[src/design/bcs_defines.svh]
// Purpose: timing counts, window positions and widths of the beta count sequencer
// Assumes: 200 MHz system clock
// Notes: minute counts and window minute numbers live here as macros; history indices are fixed in the sequencer
`ifndef BCS_DEFINES_SVH
`define BCS_DEFINES_SVH

// clock and minute timing
`define BCS_CLK_PERIOD_PS 64'd5000
`define BCS_MINUTE_S 64'd60
`define BCS_MINUTE_CYCLES ((`BCS_MINUTE_S * 64'd1000000000000) / `BCS_CLK_PERIOD_PS)
`define BCS_TICK_W 34

// data widths
`define BCS_CNT_W 20
`define BCS_SUM_W 22
`define BCS_RAW_W 24
`define BCS_HIST_DEPTH 12

// real-time window sequencing, in minutes since restart
`define BCS_ZERO_LOAD_MIN 8'd4
`define BCS_FIRST_RAW_MIN 8'd5
`define BCS_NORMAL_MIN 8'd12
`define BCS_TAPE_MIN_MAX 8'hFF

// hourly sequencing, in minutes of the hour
`define BCS_HOUR_MIN 7'd60
`define BCS_ZERO_FIRST 7'd2
`define BCS_ZERO_LAST 7'd5
`define BCS_SPAN_FIRST 7'd57
`define BCS_SPAN_LAST 7'd60
`define BCS_HOUR_DIV 8'd60

// daily average
`define BCS_DAY_HOURS 5'd24
`define BCS_DAY_DIV 8'd24

// real-time average periods in minutes
`define BCS_RT_P1 7'd1
`define BCS_RT_P5 7'd5
`define BCS_RT_P10 7'd10
`define BCS_RT_P15 7'd15
`define BCS_RT_P30 7'd30
`define BCS_RT_P60 7'd60

// correction factor fraction bits
`define BCS_CORR_FRAC 8

`endif

[src/design/bcs_pkg.sv]
// Purpose: types shared by the beta count sequencer
// Assumes: nothing
// Notes: encodings are free; decoding is in the sequencer
package bcs_pkg;

	// selectable real-time average period
	typedef enum logic [2:0] {
		RT_1MIN,
		RT_5MIN,
		RT_10MIN,
		RT_15MIN,
		RT_30MIN,
		RT_60MIN
	} bcs_rt_period_type;

	// tape advance handshake
	typedef enum logic [1:0] {
		ADV_IDLE,
		ADV_WAIT,
		ADV_MOVE
	} bcs_adv_state_type;

endpackage

[src/design/bcs_divider.sv]
// Purpose: serial signed-by-unsigned divider for the averaging stages
// Assumes: divisor is nonzero; a start while busy is ignored
// Notes: done pulses 33 cycles after the accepted start
`timescale 1ns/100ps
`default_nettype none

module bcs_divider (
	input wire logic i_clk_sys, // system clock
	input wire logic i_arst_n, // async reset, active low
	input wire logic i_start, // start pulse
	input wire logic signed [31:0] i_dividend, // signed dividend
	input wire logic [7:0] i_divisor, // unsigned divisor
	output logic o_busy, // division running
	output logic o_done, // quotient valid pulse
	output logic signed [31:0] o_quot // truncated quotient
);

	logic [31:0] mag;
	logic [8:0] rem;
	logic [7:0] den;
	logic [5:0] cnt;
	logic neg;
	logic [8:0] rem_sh;

	assign rem_sh = {rem[7:0], mag[31]};

	////////////////////////////////////////////////////////////////////////////////
	// restoring shift-subtract loop
	always_ff @(posedge i_clk_sys or negedge i_arst_n) begin
		if (!i_arst_n) begin
			mag <= 32'h0;
			rem <= 9'h0;
			den <= 8'h0;
			cnt <= 6'h0;
			neg <= 1'b0;
			o_busy <= 1'b0;
		end else if (i_start && !o_busy) begin
			neg <= i_dividend[31];
			mag <= i_dividend[31] ? 32'(-i_dividend) : i_dividend;
			rem <= 9'h0;
			den <= i_divisor;
			cnt <= 6'h20;
			o_busy <= 1'b1;
		end else if (o_busy && cnt != 6'h0) begin
			if (rem_sh >= {1'b0, den}) begin
				rem <= rem_sh - {1'b0, den};
				mag <= {mag[30:0], 1'b1};
			end else begin
				rem <= rem_sh;
				mag <= {mag[30:0], 1'b0};
			end
			cnt <= cnt - 6'h1;
		end else if (o_busy) begin
			o_busy <= 1'b0;
		end
	end

	// result register and done pulse
	always_ff @(posedge i_clk_sys or negedge i_arst_n) begin
		if (!i_arst_n) begin
			o_done <= 1'b0;
			o_quot <= 32'h0;
		end else begin
			o_done <= o_busy && cnt == 6'h0;
			if (o_busy && cnt == 6'h0) begin
				o_quot <= (den == 8'h0) ? 32'h0 : (neg ? 32'(-mag) : mag);
			end
		end
	end

endmodule // bcs_divider

`default_nettype wire

[src/design/bcs_sequencer.sv]
// Purpose: minute sequencing, rolling windows, real-time, hourly and daily averages
// Assumes: beta pulses, clog and tape-busy arrive from pins; the rest is same-clock logic
// Notes: concentration math is reduced to window differences and correction products
`timescale 1ns/100ps
`default_nettype none
`include "bcs_defines.svh"

module bcs_sequencer #(
	parameter logic [`BCS_TICK_W-1:0] P_MINUTE_CYCLES = `BCS_TICK_W'(`BCS_MINUTE_CYCLES)
) (
	input wire logic i_clk_sys, // system clock
	input wire logic i_arst_n, // async reset, active low
	input wire logic i_beta_pulse, // detector pulse pin
	input wire logic i_tape_clog, // tape clog sense pin
	input wire logic i_tape_busy, // tape transport moving pin
	input wire logic i_advance_due, // periodic advance request pulse
	input wire bcs_pkg::bcs_rt_period_type i_rt_period, // real-time average period
	input wire logic [15:0] i_air_corr, // air density factor, Q8.8
	input wire logic [15:0] i_temp_corr, // temperature factor, Q8.8
	output logic o_tape_advance, // advance request to transport
	output logic o_pump_on, // vacuum pump enable
	output logic o_clog_alarm, // forced-advance alarm pulse
	output logic [`BCS_CNT_W-1:0] o_minute_total, // last minute beta total
	output logic [`BCS_CNT_W-1:0] o_final_window_average, // final window mean
	output logic o_raw_valid, // raw value pulse
	output logic o_raw_prelim, // raw value is preliminary
	output logic signed [`BCS_RAW_W-1:0] o_raw_conc, // raw corrected value
	output logic o_rt_valid, // real-time average pulse
	output logic signed [31:0] o_rt_avg, // real-time average, held
	output logic o_hour_valid, // hourly value pulse
	output logic signed [31:0] o_hour_conc, // hourly value
	output logic o_hour_split, // hour had a tape advance
	output logic o_hour_pd_alarm, // hour had a clog advance
	output logic o_day_valid, // daily average pulse
	output logic signed [31:0] o_day_avg // daily average
);

	////////////////////////////////////////////////////////////////////////////////
	// pin synchronisers, two flops per pin
	logic [2:0] sync_a;
	logic [2:0] sync_b;
	logic [2:0] pin_in;
	logic beta_prev;
	logic clog_prev;
	logic busy_s;

	assign pin_in = {i_tape_busy, i_tape_clog, i_beta_pulse};
	assign busy_s = sync_b[2];

	genvar gi;
	generate
		for (gi = 0; gi < 3; gi++) begin : g_sync
			always_ff @(posedge i_clk_sys or negedge i_arst_n) begin
				if (!i_arst_n) begin
					sync_a[gi] <= 1'b0;
					sync_b[gi] <= 1'b0;
				end else begin
					sync_a[gi] <= pin_in[gi];
					sync_b[gi] <= sync_a[gi];
				end
			end
		end
	endgenerate

	// edge history of synchronised pins
	always_ff @(posedge i_clk_sys or negedge i_arst_n) begin
		if (!i_arst_n) begin
			beta_prev <= 1'b0;
			clog_prev <= 1'b0;
		end else begin
			beta_prev <= sync_b[0];
			clog_prev <= sync_b[1];
		end
	end

	logic beta_edge;
	logic clog_rise;
	assign beta_edge = sync_b[0] && !beta_prev;
	assign clog_rise = sync_b[1] && !clog_prev;

	////////////////////////////////////////////////////////////////////////////////
	// tape advance handshake and pump control
	bcs_pkg::bcs_adv_state_type adv_state;
	logic restart;
	logic clog_pending;

	assign restart = (adv_state == bcs_pkg::ADV_MOVE) && !busy_s;

	always_ff @(posedge i_clk_sys or negedge i_arst_n) begin
		if (!i_arst_n) begin
			adv_state <= bcs_pkg::ADV_IDLE;
			o_tape_advance <= 1'b0;
			o_clog_alarm <= 1'b0;
			o_pump_on <= 1'b1;
			clog_pending <= 1'b0;
		end else begin
			o_clog_alarm <= 1'b0;
			unique case (adv_state)
				bcs_pkg::ADV_IDLE: begin
					if (clog_rise || i_advance_due) begin
						adv_state <= bcs_pkg::ADV_WAIT;
						o_tape_advance <= 1'b1;
						o_clog_alarm <= clog_rise;
						clog_pending <= clog_rise;
					end
				end
				bcs_pkg::ADV_WAIT: begin
					if (busy_s) begin
						adv_state <= bcs_pkg::ADV_MOVE;
						o_tape_advance <= 1'b0;
						o_pump_on <= 1'b0;
					end
				end
				bcs_pkg::ADV_MOVE: begin
					if (!busy_s) begin
						adv_state <= bcs_pkg::ADV_IDLE;
						o_pump_on <= 1'b1;
					end
				end
			endcase
		end
	end

	////////////////////////////////////////////////////////////////////////////////
	// minute tick and beta counting
	logic [`BCS_TICK_W-1:0] tick_cnt;
	logic minute_tick;
	logic stage1;
	logic [`BCS_CNT_W-1:0] minute_cnt;

	assign minute_tick = tick_cnt == P_MINUTE_CYCLES - `BCS_TICK_W'(1);

	// timer restarts with the tape so minute one begins at the restart
	always_ff @(posedge i_clk_sys or negedge i_arst_n) begin
		if (!i_arst_n) begin
			tick_cnt <= '0;
			stage1 <= 1'b0;
		end else begin
			stage1 <= minute_tick && !restart;
			if (restart || minute_tick) begin
				tick_cnt <= '0;
			end else begin
				tick_cnt <= tick_cnt + `BCS_TICK_W'(1);
			end
		end
	end

	// pulses are counted in every state, including tape motion
	// a pulse on the restart edge opens minute one, so that pulse is not lost
	always_ff @(posedge i_clk_sys or negedge i_arst_n) begin
		if (!i_arst_n) begin
			minute_cnt <= '0;
		end else if (restart) begin
			minute_cnt <= `BCS_CNT_W'(beta_edge);
		end else if (minute_tick) begin
			minute_cnt <= `BCS_CNT_W'(beta_edge);
		end else if (beta_edge && minute_cnt != '1) begin
			minute_cnt <= minute_cnt + `BCS_CNT_W'(1);
		end
	end

	////////////////////////////////////////////////////////////////////////////////
	// minute total history, newest at index zero
	logic [`BCS_CNT_W-1:0] hist [0:`BCS_HIST_DEPTH-1];
	logic [7:0] tape_min;
	logic [6:0] hour_min;

	always_ff @(posedge i_clk_sys or negedge i_arst_n) begin
		if (!i_arst_n) begin
			hist[0] <= '0;
		end else if (restart) begin
			hist[0] <= '0;
		end else if (minute_tick) begin
			hist[0] <= minute_cnt;
		end
	end

	generate
		for (gi = 1; gi < `BCS_HIST_DEPTH; gi++) begin : g_hist
			always_ff @(posedge i_clk_sys or negedge i_arst_n) begin
				if (!i_arst_n) begin
					hist[gi] <= '0;
				end else if (restart) begin
					hist[gi] <= '0;
				end else if (minute_tick) begin
					hist[gi] <= hist[gi-1];
				end
			end
		end
	endgenerate

	// minute numbers since restart and within the hour
	always_ff @(posedge i_clk_sys or negedge i_arst_n) begin
		if (!i_arst_n) begin
			tape_min <= 8'h0;
			hour_min <= 7'h0;
		end else begin
			if (restart) begin
				tape_min <= 8'h0;
			end else if (minute_tick && tape_min != `BCS_TAPE_MIN_MAX) begin
				tape_min <= tape_min + 8'h1;
			end
			if (minute_tick && !restart) begin
				hour_min <= (hour_min == `BCS_HOUR_MIN) ? 7'h1 : hour_min + 7'h1;
			end
		end
	end

	////////////////////////////////////////////////////////////////////////////////
	// window sums and corrected raw value
	function automatic logic [`BCS_SUM_W-1:0] sum4(input logic [`BCS_CNT_W-1:0] a,
		input logic [`BCS_CNT_W-1:0] b, input logic [`BCS_CNT_W-1:0] c,
		input logic [`BCS_CNT_W-1:0] d);
		sum4 = `BCS_SUM_W'(a) + `BCS_SUM_W'(b) + `BCS_SUM_W'(c) + `BCS_SUM_W'(d);
	endfunction

	function automatic logic signed [22:0] sdiff(input logic [`BCS_SUM_W-1:0] a,
		input logic [`BCS_SUM_W-1:0] b);
		sdiff = $signed({1'b0, a}) - $signed({1'b0, b});
	endfunction

	logic [`BCS_SUM_W-1:0] final_sum;
	logic [`BCS_SUM_W-1:0] zero_hist;
	logic [`BCS_SUM_W-1:0] zero_fixed;
	logic [`BCS_SUM_W-1:0] zero_used;
	logic signed [22:0] raw_diff;
	logic [31:0] corr_mult;
	logic [15:0] corr_q;
	logic signed [39:0] raw_prod;
	logic signed [`BCS_RAW_W-1:0] raw_now;
	logic raw_ok;

	assign final_sum = sum4(hist[0], hist[1], hist[2], hist[3]);
	assign zero_hist = sum4(hist[8], hist[9], hist[10], hist[11]);
	// zero stays on minutes 1-4 until the lagging window catches up
	assign zero_used = (tape_min < `BCS_NORMAL_MIN) ? zero_fixed : zero_hist;
	assign raw_ok = tape_min >= `BCS_FIRST_RAW_MIN;
	assign raw_diff = sdiff(final_sum, zero_used);
	assign corr_mult = 32'(i_air_corr) * 32'(i_temp_corr);
	assign corr_q = corr_mult[`BCS_CORR_FRAC+15:`BCS_CORR_FRAC];
	assign raw_prod = 40'(raw_diff) * 40'($signed({1'b0, corr_q}));
	assign raw_now = raw_prod[`BCS_RAW_W+`BCS_CORR_FRAC-1:`BCS_CORR_FRAC];

	// zero window capture at the end of minute four
	always_ff @(posedge i_clk_sys or negedge i_arst_n) begin
		if (!i_arst_n) begin
			zero_fixed <= '0;
		end else if (restart) begin
			zero_fixed <= '0;
		end else if (stage1 && tape_min == `BCS_ZERO_LOAD_MIN) begin
			zero_fixed <= final_sum;
		end
	end

	// raw value and window outputs once per minute
	always_ff @(posedge i_clk_sys or negedge i_arst_n) begin
		if (!i_arst_n) begin
			o_raw_valid <= 1'b0;
			o_raw_prelim <= 1'b0;
			o_raw_conc <= '0;
			o_minute_total <= '0;
			o_final_window_average <= '0;
		end else begin
			o_raw_valid <= stage1 && raw_ok;
			if (stage1) begin
				o_minute_total <= hist[0];
				o_final_window_average <= final_sum[`BCS_SUM_W-1:2];
			end
			if (stage1 && raw_ok) begin
				o_raw_conc <= raw_now;
				o_raw_prelim <= tape_min < `BCS_NORMAL_MIN;
			end
		end
	end

	////////////////////////////////////////////////////////////////////////////////
	// real-time average over the selected period
	function automatic logic rt_boundary(input bcs_pkg::bcs_rt_period_type p,
		input logic [6:0] m);
		unique case (p)
			bcs_pkg::RT_5MIN: rt_boundary = (m % `BCS_RT_P5) == 7'h0;
			bcs_pkg::RT_10MIN: rt_boundary = (m % `BCS_RT_P10) == 7'h0;
			bcs_pkg::RT_15MIN: rt_boundary = (m % `BCS_RT_P15) == 7'h0;
			bcs_pkg::RT_30MIN: rt_boundary = (m % `BCS_RT_P30) == 7'h0;
			bcs_pkg::RT_60MIN: rt_boundary = (m % `BCS_RT_P60) == 7'h0;
			default: rt_boundary = (m % `BCS_RT_P1) == 7'h0;
		endcase
	endfunction

	logic signed [31:0] rt_acc;
	logic [7:0] rt_n;
	logic rt_start;
	logic rt_done;
	logic signed [31:0] rt_quot;

	assign rt_start = stage1 && rt_boundary(i_rt_period, hour_min) && rt_n != 8'h0;

	// this minute's raw value opens the next period
	always_ff @(posedge i_clk_sys or negedge i_arst_n) begin
		if (!i_arst_n) begin
			rt_acc <= 32'h0;
			rt_n <= 8'h0;
		end else if (stage1 && rt_boundary(i_rt_period, hour_min)) begin
			rt_acc <= raw_ok ? 32'(raw_now) : 32'h0;
			rt_n <= raw_ok ? 8'h1 : 8'h0;
		end else if (stage1 && raw_ok) begin
			rt_acc <= rt_acc + 32'(raw_now);
			rt_n <= rt_n + 8'h1;
		end
	end

	bcs_divider u_rt_div (
		.i_clk_sys(i_clk_sys),
		.i_arst_n(i_arst_n),
		.i_start(rt_start),
		.i_dividend(rt_acc),
		.i_divisor(rt_n),
		.o_busy(),
		.o_done(rt_done),
		.o_quot(rt_quot)
	);

	// result held until the next boundary
	always_ff @(posedge i_clk_sys or negedge i_arst_n) begin
		if (!i_arst_n) begin
			o_rt_valid <= 1'b0;
			o_rt_avg <= 32'h0;
		end else begin
			o_rt_valid <= rt_done;
			if (rt_done) begin
				o_rt_avg <= rt_quot;
			end
		end
	end

	////////////////////////////////////////////////////////////////////////////////
	// hourly zero, span and split-cycle weighting
	logic [`BCS_SUM_W-1:0] hour_zero;
	logic [`BCS_SUM_W-1:0] span_acc;
	logic [`BCS_SUM_W-1:0] span_full;
	logic signed [31:0] seg_acc;
	logic [6:0] seg_start;
	logic split;
	logic pd_flag;
	logic hour_end;
	logic signed [22:0] diff_last;
	logic signed [22:0] diff_seg;
	logic signed [31:0] hour_num;
	logic signed [31:0] seg_term;
	logic hour_done;
	logic signed [31:0] hour_quot;

	assign hour_end = stage1 && hour_min == `BCS_HOUR_MIN;
	assign span_full = span_acc + `BCS_SUM_W'(hist[0]);
	assign diff_last = sdiff(span_full, split ? zero_fixed : hour_zero);
	assign hour_num = seg_acc + 32'(diff_last) * 32'(`BCS_HOUR_MIN - seg_start);
	assign diff_seg = sdiff(final_sum, split ? zero_fixed : hour_zero);
	assign seg_term = 32'(diff_seg) * 32'(hour_min - seg_start);

	// zero and span accumulation on the hour's minute numbers
	always_ff @(posedge i_clk_sys or negedge i_arst_n) begin
		if (!i_arst_n) begin
			hour_zero <= '0;
			span_acc <= '0;
		end else if (stage1) begin
			if (hour_min == `BCS_ZERO_FIRST) begin
				hour_zero <= `BCS_SUM_W'(hist[0]);
			end else if (hour_min > `BCS_ZERO_FIRST && hour_min <= `BCS_ZERO_LAST) begin
				hour_zero <= hour_zero + `BCS_SUM_W'(hist[0]);
			end
			if (hour_min == `BCS_SPAN_FIRST) begin
				span_acc <= `BCS_SUM_W'(hist[0]);
			end else if (hour_min > `BCS_SPAN_FIRST && hour_min < `BCS_SPAN_LAST) begin
				span_acc <= span_acc + `BCS_SUM_W'(hist[0]);
			end
		end
	end

	// segments closed by tape advances, weighted by their minutes
	always_ff @(posedge i_clk_sys or negedge i_arst_n) begin
		if (!i_arst_n) begin
			seg_acc <= 32'h0;
			seg_start <= 7'h0;
			split <= 1'b0;
			pd_flag <= 1'b0;
		end else if (restart) begin
			seg_acc <= seg_acc + seg_term;
			seg_start <= (hour_min == `BCS_HOUR_MIN) ? 7'h0 : hour_min;
			split <= 1'b1;
			pd_flag <= pd_flag || clog_pending;
		end else if (hour_end) begin
			seg_acc <= 32'h0;
			seg_start <= 7'h0;
			split <= 1'b0;
			pd_flag <= 1'b0;
		end
	end

	bcs_divider u_hour_div (
		.i_clk_sys(i_clk_sys),
		.i_arst_n(i_arst_n),
		.i_start(hour_end),
		.i_dividend(hour_num),
		.i_divisor(`BCS_HOUR_DIV),
		.o_busy(),
		.o_done(hour_done),
		.o_quot(hour_quot)
	);

	// store the finished hour, flags captured at the boundary
	always_ff @(posedge i_clk_sys or negedge i_arst_n) begin
		if (!i_arst_n) begin
			o_hour_valid <= 1'b0;
			o_hour_conc <= 32'h0;
			o_hour_split <= 1'b0;
			o_hour_pd_alarm <= 1'b0;
		end else begin
			o_hour_valid <= hour_done;
			if (hour_end) begin
				o_hour_split <= split;
				o_hour_pd_alarm <= pd_flag;
			end
			if (hour_done) begin
				o_hour_conc <= hour_quot;
			end
		end
	end

	////////////////////////////////////////////////////////////////////////////////
	// daily mean of 24 hourly values
	logic signed [31:0] day_acc;
	logic [4:0] day_n;
	logic day_start;
	logic day_done;
	logic signed [31:0] day_quot;

	assign day_start = hour_done && day_n == `BCS_DAY_HOURS - 5'd1;

	always_ff @(posedge i_clk_sys or negedge i_arst_n) begin
		if (!i_arst_n) begin
			day_acc <= 32'h0;
			day_n <= 5'h0;
		end else if (day_start) begin
			day_acc <= 32'h0;
			day_n <= 5'h0;
		end else if (hour_done) begin
			day_acc <= day_acc + hour_quot;
			day_n <= day_n + 5'h1;
		end
	end

	bcs_divider u_day_div (
		.i_clk_sys(i_clk_sys),
		.i_arst_n(i_arst_n),
		.i_start(day_start),
		.i_dividend(day_acc + hour_quot),
		.i_divisor(`BCS_DAY_DIV),
		.o_busy(),
		.o_done(day_done),
		.o_quot(day_quot)
	);

	always_ff @(posedge i_clk_sys or negedge i_arst_n) begin
		if (!i_arst_n) begin
			o_day_valid <= 1'b0;
			o_day_avg <= 32'h0;
		end else begin
			o_day_valid <= day_done;
			if (day_done) begin
				o_day_avg <= day_quot;
			end
		end
	end
endmodule // bcs_sequencer

`default_nettype wire

[config.mk]
export PLATFORM = sky130hd
export DESIGN_NAME = bcs_sequencer
export DESIGN_NICKNAME = d
export VERILOG_FILES = /design/src/design/bcs_pkg.sv /design/src/design/bcs_divider.sv /design/src/design/bcs_sequencer.sv
export VERILOG_INCLUDE_DIRS = /design/src /design/src/design
export SDC_FILE = /design/constraint.sdc
export NUM_CORES = 2
export LEC_CHECK = 0
export BUFFER_PORTS_ARGS = -buffer_cell sky130_fd_sc_hd__buf_2
export CORE_UTILIZATION = 60
export CTS_CLUSTER_DIAMETER = 40
export DETAILED_ROUTE_END_ITERATION = 16
export GPL_ROUTABILITY_DRIVEN = 1
export PLACE_DENSITY = 0.77
export SLEW_MARGIN = 20
export SYNTH_ARGS = -nofsm -noshare
export SYNTH_HDL_FRONTEND = slang
export SYNTH_SLANG_ARGS = --single-unit
[constraint.sdc]
create_clock -name i_clk_sys -period 14.7 [get_ports i_clk_sys]
set_input_delay 1.47 -clock i_clk_sys [delete_from_list [all_inputs] [get_ports i_clk_sys]]
set_output_delay 1.47 -clock i_clk_sys [all_outputs]
set_load 0.03 [all_outputs]
### Word level (Yosys, flattened, before mapping)

Cells that the tools add are included.

| word-level totals | value |
|---|---|
| register bits | 928 |
| bits of input ports | 41 |
| output and inout port bits | 170 |

| cells by class | value |
|---|---|
| multiply operators | 4 |
| equality and inequality tests | 21 |
| $lt $le $gt $ge | 9 |
| mux-type cells | 108 |
| divide/modulo/power cells | 5 |
| reductions and logical operators | 69 |
| $add $sub $neg | 35 |

Operators by type and width:

| operator | number |
|---|---|
| two-way mux 32 bit | 22 |
| two-way mux 20 bit | 27 |
| negation 32 bit | 6 |
| two-way mux 22 bit | 8 |
| two-way mux 8 bit | 13 |
| adder 22 x 20 -> 22 bit | 4 |
| subtractor 22 x 22 -> 23 bit | 3 |
| adder 32 bit | 2 |
| multiplier 23 x 8 -> 31 bit | 2 |
| adder 21 x 20 -> 22 bit | 2 |
| adder 20 x 20 -> 21 bit | 2 |
| two-way mux 6 bit | 6 |
| zero test 7 bit | 5 |
| adder 34 x 1 -> 34 bit, second input constant | 1 |
| equality test 34 bit, second input constant | 1 |
| two-way mux 34 bit | 1 |
| adder 32 x 24 -> 32 bit | 1 |
| adder 32 x 31 -> 32 bit | 1 |
| multiplier 23 x 17 -> 32 bit | 1 |
| two-way mux 7 bit | 4 |
| nonzero test 2 bit | 13 |
| zero test 8 bit | 3 |
| multiplier 16 x 16 -> 24 bit | 1 |
| logical AND 1 bit | 23 |
| 51 further kinds | 99 |

### Depth between registers and ports, before layout

| depth | value |
|---|---|
| word-level depth | 9 |
| gate-level depth with buffers | 64 |
| gate-level depth less buffers | 63 |

### Hierarchy

A second synthesis with hierarchy kept.

| unflattened totals | value |
|---|---|
| cell total of the unflattened synthesis | 9905 |
| area total of the unflattened synthesis | 88631.3 um^2 |

Modules (own cells, without submodules):

| module | area an instance (um^2) | sequential area each (um^2) | cells each | times used |
|---|---|---|---|---|
| bcs_sequencer | 72310.6 | 16892.5 | 8090 | 1 |
| bcs_divider at u_day_div ... | 5411.4 | 2227.1 | 606 | 2 |
| bcs_divider at u_rt_div | 5497.8 | 2227.1 | 603 | 1 |

### Worst setup path after synthesis

OpenSTA, ideal clock, no wires.

| timing path | value |
|---|---|
| path type | input -> register |
| start point | in i_temp_corr[6] |
| end point | reg rt_acc[31] |
| data arrival time | 15202 ps |
| setup time | 104 ps |
| stages | 60 |
| setup slack | -606 ps |
| cell sequence | clkbuf_1 -> and2_1 -> fa_1 -> inv_1 -> fa_1 -> fa_1 -> inv_1 -> fa_1 -> fa_1 -> inv_1 -> fa_1 -> inv_1 -> ha_1 -> a21o_1 -> a21oi_1 -> nand2b_1 -> and2_1 -> o21ai_0 -> [24 not listed] -> and2_1 -> o21a_1 -> nor2_1 -> xnor2_1 -> ha_1 -> and4_1 -> a221o_1 -> a221o_1 -> or3_1 -> o21ai_1 -> a31o_2 -> o21ai_1 -> nand2b_1 -> a21o_1 -> a21oi_1 -> o21ai_0 -> mux4_2 -> o311ai_1 |

| between the ends | value |
|---|---|
| word-level cells in the longest chain between the ends | 5 |
| elaborated cells between the ends (all ways) | 6 |
| classes of those cells | 1 x add/sub; 2 x mul; 3 x mux |

RTL lines:

| what | line | source |
|---|---|---|
| from (decl) | bcs_sequencer.sv:19 | `input wire logic [15:0] i_temp_corr,` |
| multiplier 16 x 16 -> 24 bit | bcs_sequencer.sv:239 | `assign corr_mult = 32'(i_air_corr) * 32'(i_temp_corr);` |
| multiplier 23 x 17 -> 32 bit | bcs_sequencer.sv:241 | `assign raw_prod = 40'(raw_diff) * 40'($signed({1'b0, corr_q}));` |
| named net raw_prod[22] | bcs_sequencer.sv:229 | `logic signed [39:0] raw_prod;` |
| adder 32 x 24 -> 32 bit | bcs_sequencer.sv:307 | `rt_acc <= rt_acc + 32'(raw_now);` |
| two-way mux 32 bit | bcs_sequencer.sv:306 | `end else if (stage1 && raw_ok) begin` |
| two-way mux 32 bit | bcs_sequencer.sv:303 | `end else if (stage1 && rt_boundary(i_rt_period, hour_min)) begin` |
| to (signal assigned) | bcs_sequencer.sv:304 | `rt_acc <= raw_ok ? 32'(raw_now) : 32'h0;` |
| to (signal assigned) | bcs_sequencer.sv:307 |  |
| to (decl) | bcs_sequencer.sv:290 | `logic signed [31:0] rt_acc;` |

The timed path passes the listed nets, and every way through them passes these cells. The select of a mux whose other input is x is not followed.
A chain may end at the register's enable or synchronous reset.

### Worst setup path in the final report

| timing path | value |
|---|---|
| start point | in i_temp_corr[4] |
| end point | reg rt_acc[31] |

Same word-level chain as after synthesis.

==> results.yml <==
outcome:
  status: "completed"
synthesis:
  ys_async_sr_fraction_pct: 100.0
  synthCells: 9636
  synth_edf_count: 0
  yosysWarnings: 0
  yosysUniqueCellTypes: 110
  ys_seq_elements: 928
  synth_common_cells: "1565 x nand2_1, 1248 x inv_1, 927 x dfrtp_1"
  synth_top_area_cell: "dfrtp_1"
  synth_top_area_share_pct: 26.91
  yosysSeqAreaShare_pct: 26.94
  syn_nets: 11129
  synth_area_per_cell_um2: 8.945
  synth.most_common_cell: "nand2_1"
  synth-main-ff-cell: "dfrtp_1"
  syn_area_um2: 86200
  synth_area_leaders: "dfrtp_1 27%, fa_1 20%, ha_1 8.3%"
clock_network:
  clock_latency_ns: 0.80
  cts_buffer_depth: 3
  clock-sinks: 928
  cts_tree: "built"
  cts_buffers: 145
  path_clk_slew_ns: 0.06
  clockRootBuffer: "clkbuf_16"
  htree_levels: 4
worst_setup_path:
  start_kind: "primary input"
  reg2reg_slack_ns: 0.74
  reg2reg_depth: 59
  end_kind: "register"
  critical_path.max_fanout: 11
  reg2reg_to: "rt_acc[30]"
  worst-endpoint-arrival_ns: 14.91
  critical_path_class: "in2reg"
  critical-path-slowest-cell: "fa_1"
  r2r_start: "hist[21]"
  slowest_delay_ns: 0.57
  crit_required_ns: 15.36
  cp_common_cell: "fa_1"
floorplan:
  die-area_um2: 145200
  num_io_pins: 211
  die_x_um: 381.0
  design.core.area_um2: 142100
  start_util_pct: 60.66
  fp-row-count: 138
  dieHeight_um: 381.0
placement:
  dp_hpwl_um: 171300
  pre_cts_slack_ns: -0.4758
  portBuffers: 210
  gp_congestion: 0.9416
  place_inst: 11680
run:
  drv_cap: 0
power:
  leakagePower_uw: 0.04828
  power_density_nw_per_um2: 138.0
  total_power_uw: 13330
  ir_worst_vdd_mv: 0.6455
sta:
  maxSlewHeadroom_pct: 24.31
  worst_slew_pin_slew_ns: 1.135
  min_period_over_period_pct: 96.95
  setup_viol: 0
  setup_slack_ns: 0.4477
  skew_ns: 0.06880
  min_period_ns: 14.25
  max_clock_freq_ghz: 0.07016
  hold_violations: 0
  whs_ns: 0.3472
  report.final.slew_viol_count: 0
cells_and_area:
  syn_to_final_growth_pct: 12.04
  largest_register: "hist"
  finish.cell_count_without_fillers: 11954
  top_regs: "hist x240, tick_cnt x34"
  nets: 11438
  drive_above_1_share_pct: 11.07
  largest_reg_flops: 240
hold_path:
  min_path_cells: 0
  hold_end: "busy_s"
  min_from: "sync_a[2]"
  hp-class: "reg2reg"
detailed_routing:
  wl_per_cell_um: 18.73
  dr.pass1.iters: 7
  num_vias: 69601
  antenna_left: 0
  route.detailed.drc: 0
  drtIter0Drc: 5408
  viasPerCell: 5.822
  routed_wirelength_um: 223900
grt:
  grt-ovfl-total: 0
  groute.usage.overall_pct: 31.43
  grt_max_degree: 181
  grt_pass1_vias: 71793
  grt_first_pass_wirelength_um: 370900
  antenna_found_initial: 2
## logic make-up (layout without fill, tap and decap cells)
family,Yosys count,after routing,share of synthesized area (%)
AOI/OAI and AO/OA,1794,1794,12.81
xor gates and xnor gates,595,595,6.110
adders and majority gates,1454,1454,28.77
buffers and inverters,1652,2077,7.204
DFF,928,928,26.94
muxes,203,203,2.575
other,0,3,0
and+or+nand+nor,3010,3010,15.59
## worst max-delay path by stage
stage,from,end,slack [ns]
floorplan,i_air_corr[7],rt_acc[31],0.0005
global placement,i_temp_corr[6],rt_acc[31],-0.19
detailed placement,i_temp_corr[6],rt_acc[31],-0.48
CTS,i_temp_corr[6],rt_acc[31],0.28
global route,hist[21],rt_acc[30],-0.04
finish,i_temp_corr[4],rt_acc[31],0.45
## timing repair
item | CTS | global route
endpoints found under the hold margin | 0 | 0
resized for setup | 0 | 58
setup endpoints to repair | 0 | 8
hold buffers | 0 | 0
setup buffers | 0 | 8
## power breakdown
group,switching [uW],internal (uW),total (uW)
Combinational,4400,2650,7050
Sequential,66.3,2600,2670
Clock,1390,2220,3610
## per-stage QoR
step / TNS [ns] / utilization, % / instance area, um^2
after floorplan: 0 / - / 86330
after global placement: -0.3882 / 64.04 / 91000
after detailed placement: -2.148 / 64.05 / 91010
after CTS: 0 / 67.71 / 96210
after global routing: -0.08577 / 67.96 / 96570
final: 0 / 67.96 / 96580
## routing by layer
metal / track usage [%] / part of all wire (%) / vias to the layer above
li1: - / - / 32061
met5: 0 / 0.010 / -
met1: 40.44 / 41 / 34520
met4: 14.38 / 4.9 / 4
met2: 52.19 / 48 / 2394
met3: 5.061 / 6.6 / 622
## layout by cell type, fill, tap and decap left out, drive strengths merged, types with 39 or more instances in the layout
cell	count
dfrtp	927
nand3	148
fa	881
o21ai	505
o31ai	67
clkinv	39
xnor2	323
o22ai	41
o21a	44
inv	1276
clkbuf	172
and2	197
a21o	118
nor2	547
nor3	97
or3	61
o21bai	57
nor2b	75
buf	561
a21oi	594
nand2b	88
a211oi	43
a31oi	44
ha	571
and3	62
xor2	270
mux2i	62
a22oi	59
nand2	1565
mux2	140
## final cells by class
class | instances | area [um^2]
Timing Repair Buffer | 563 | 3812
Inverter | 1251 | 4696
Multi-Input combinational cell | 7056 | 57270
Tap cell | 1890 | 2365
Sequential cell | 928 | 23230
Clock buffer | 170 | 3904
Antenna cell | 3 | 7.507
Clock inverter | 93 | 1295
Fill cell | 11081 | 45530
## worst max-delay path, delay by kind of cell
kind | cells | cell delay [ns]
and+or+nand+nor | 11 | 2.12
AOI/OAI and AO/OA | 17 | 3.05
buffers and inverters | 10 | 0.83
xor gates and xnor gates | 2 | 0.37
adders and majority gates | 15 | 6.78
muxes | 1 | 0.28
Power figures use the tool's default switching activity.
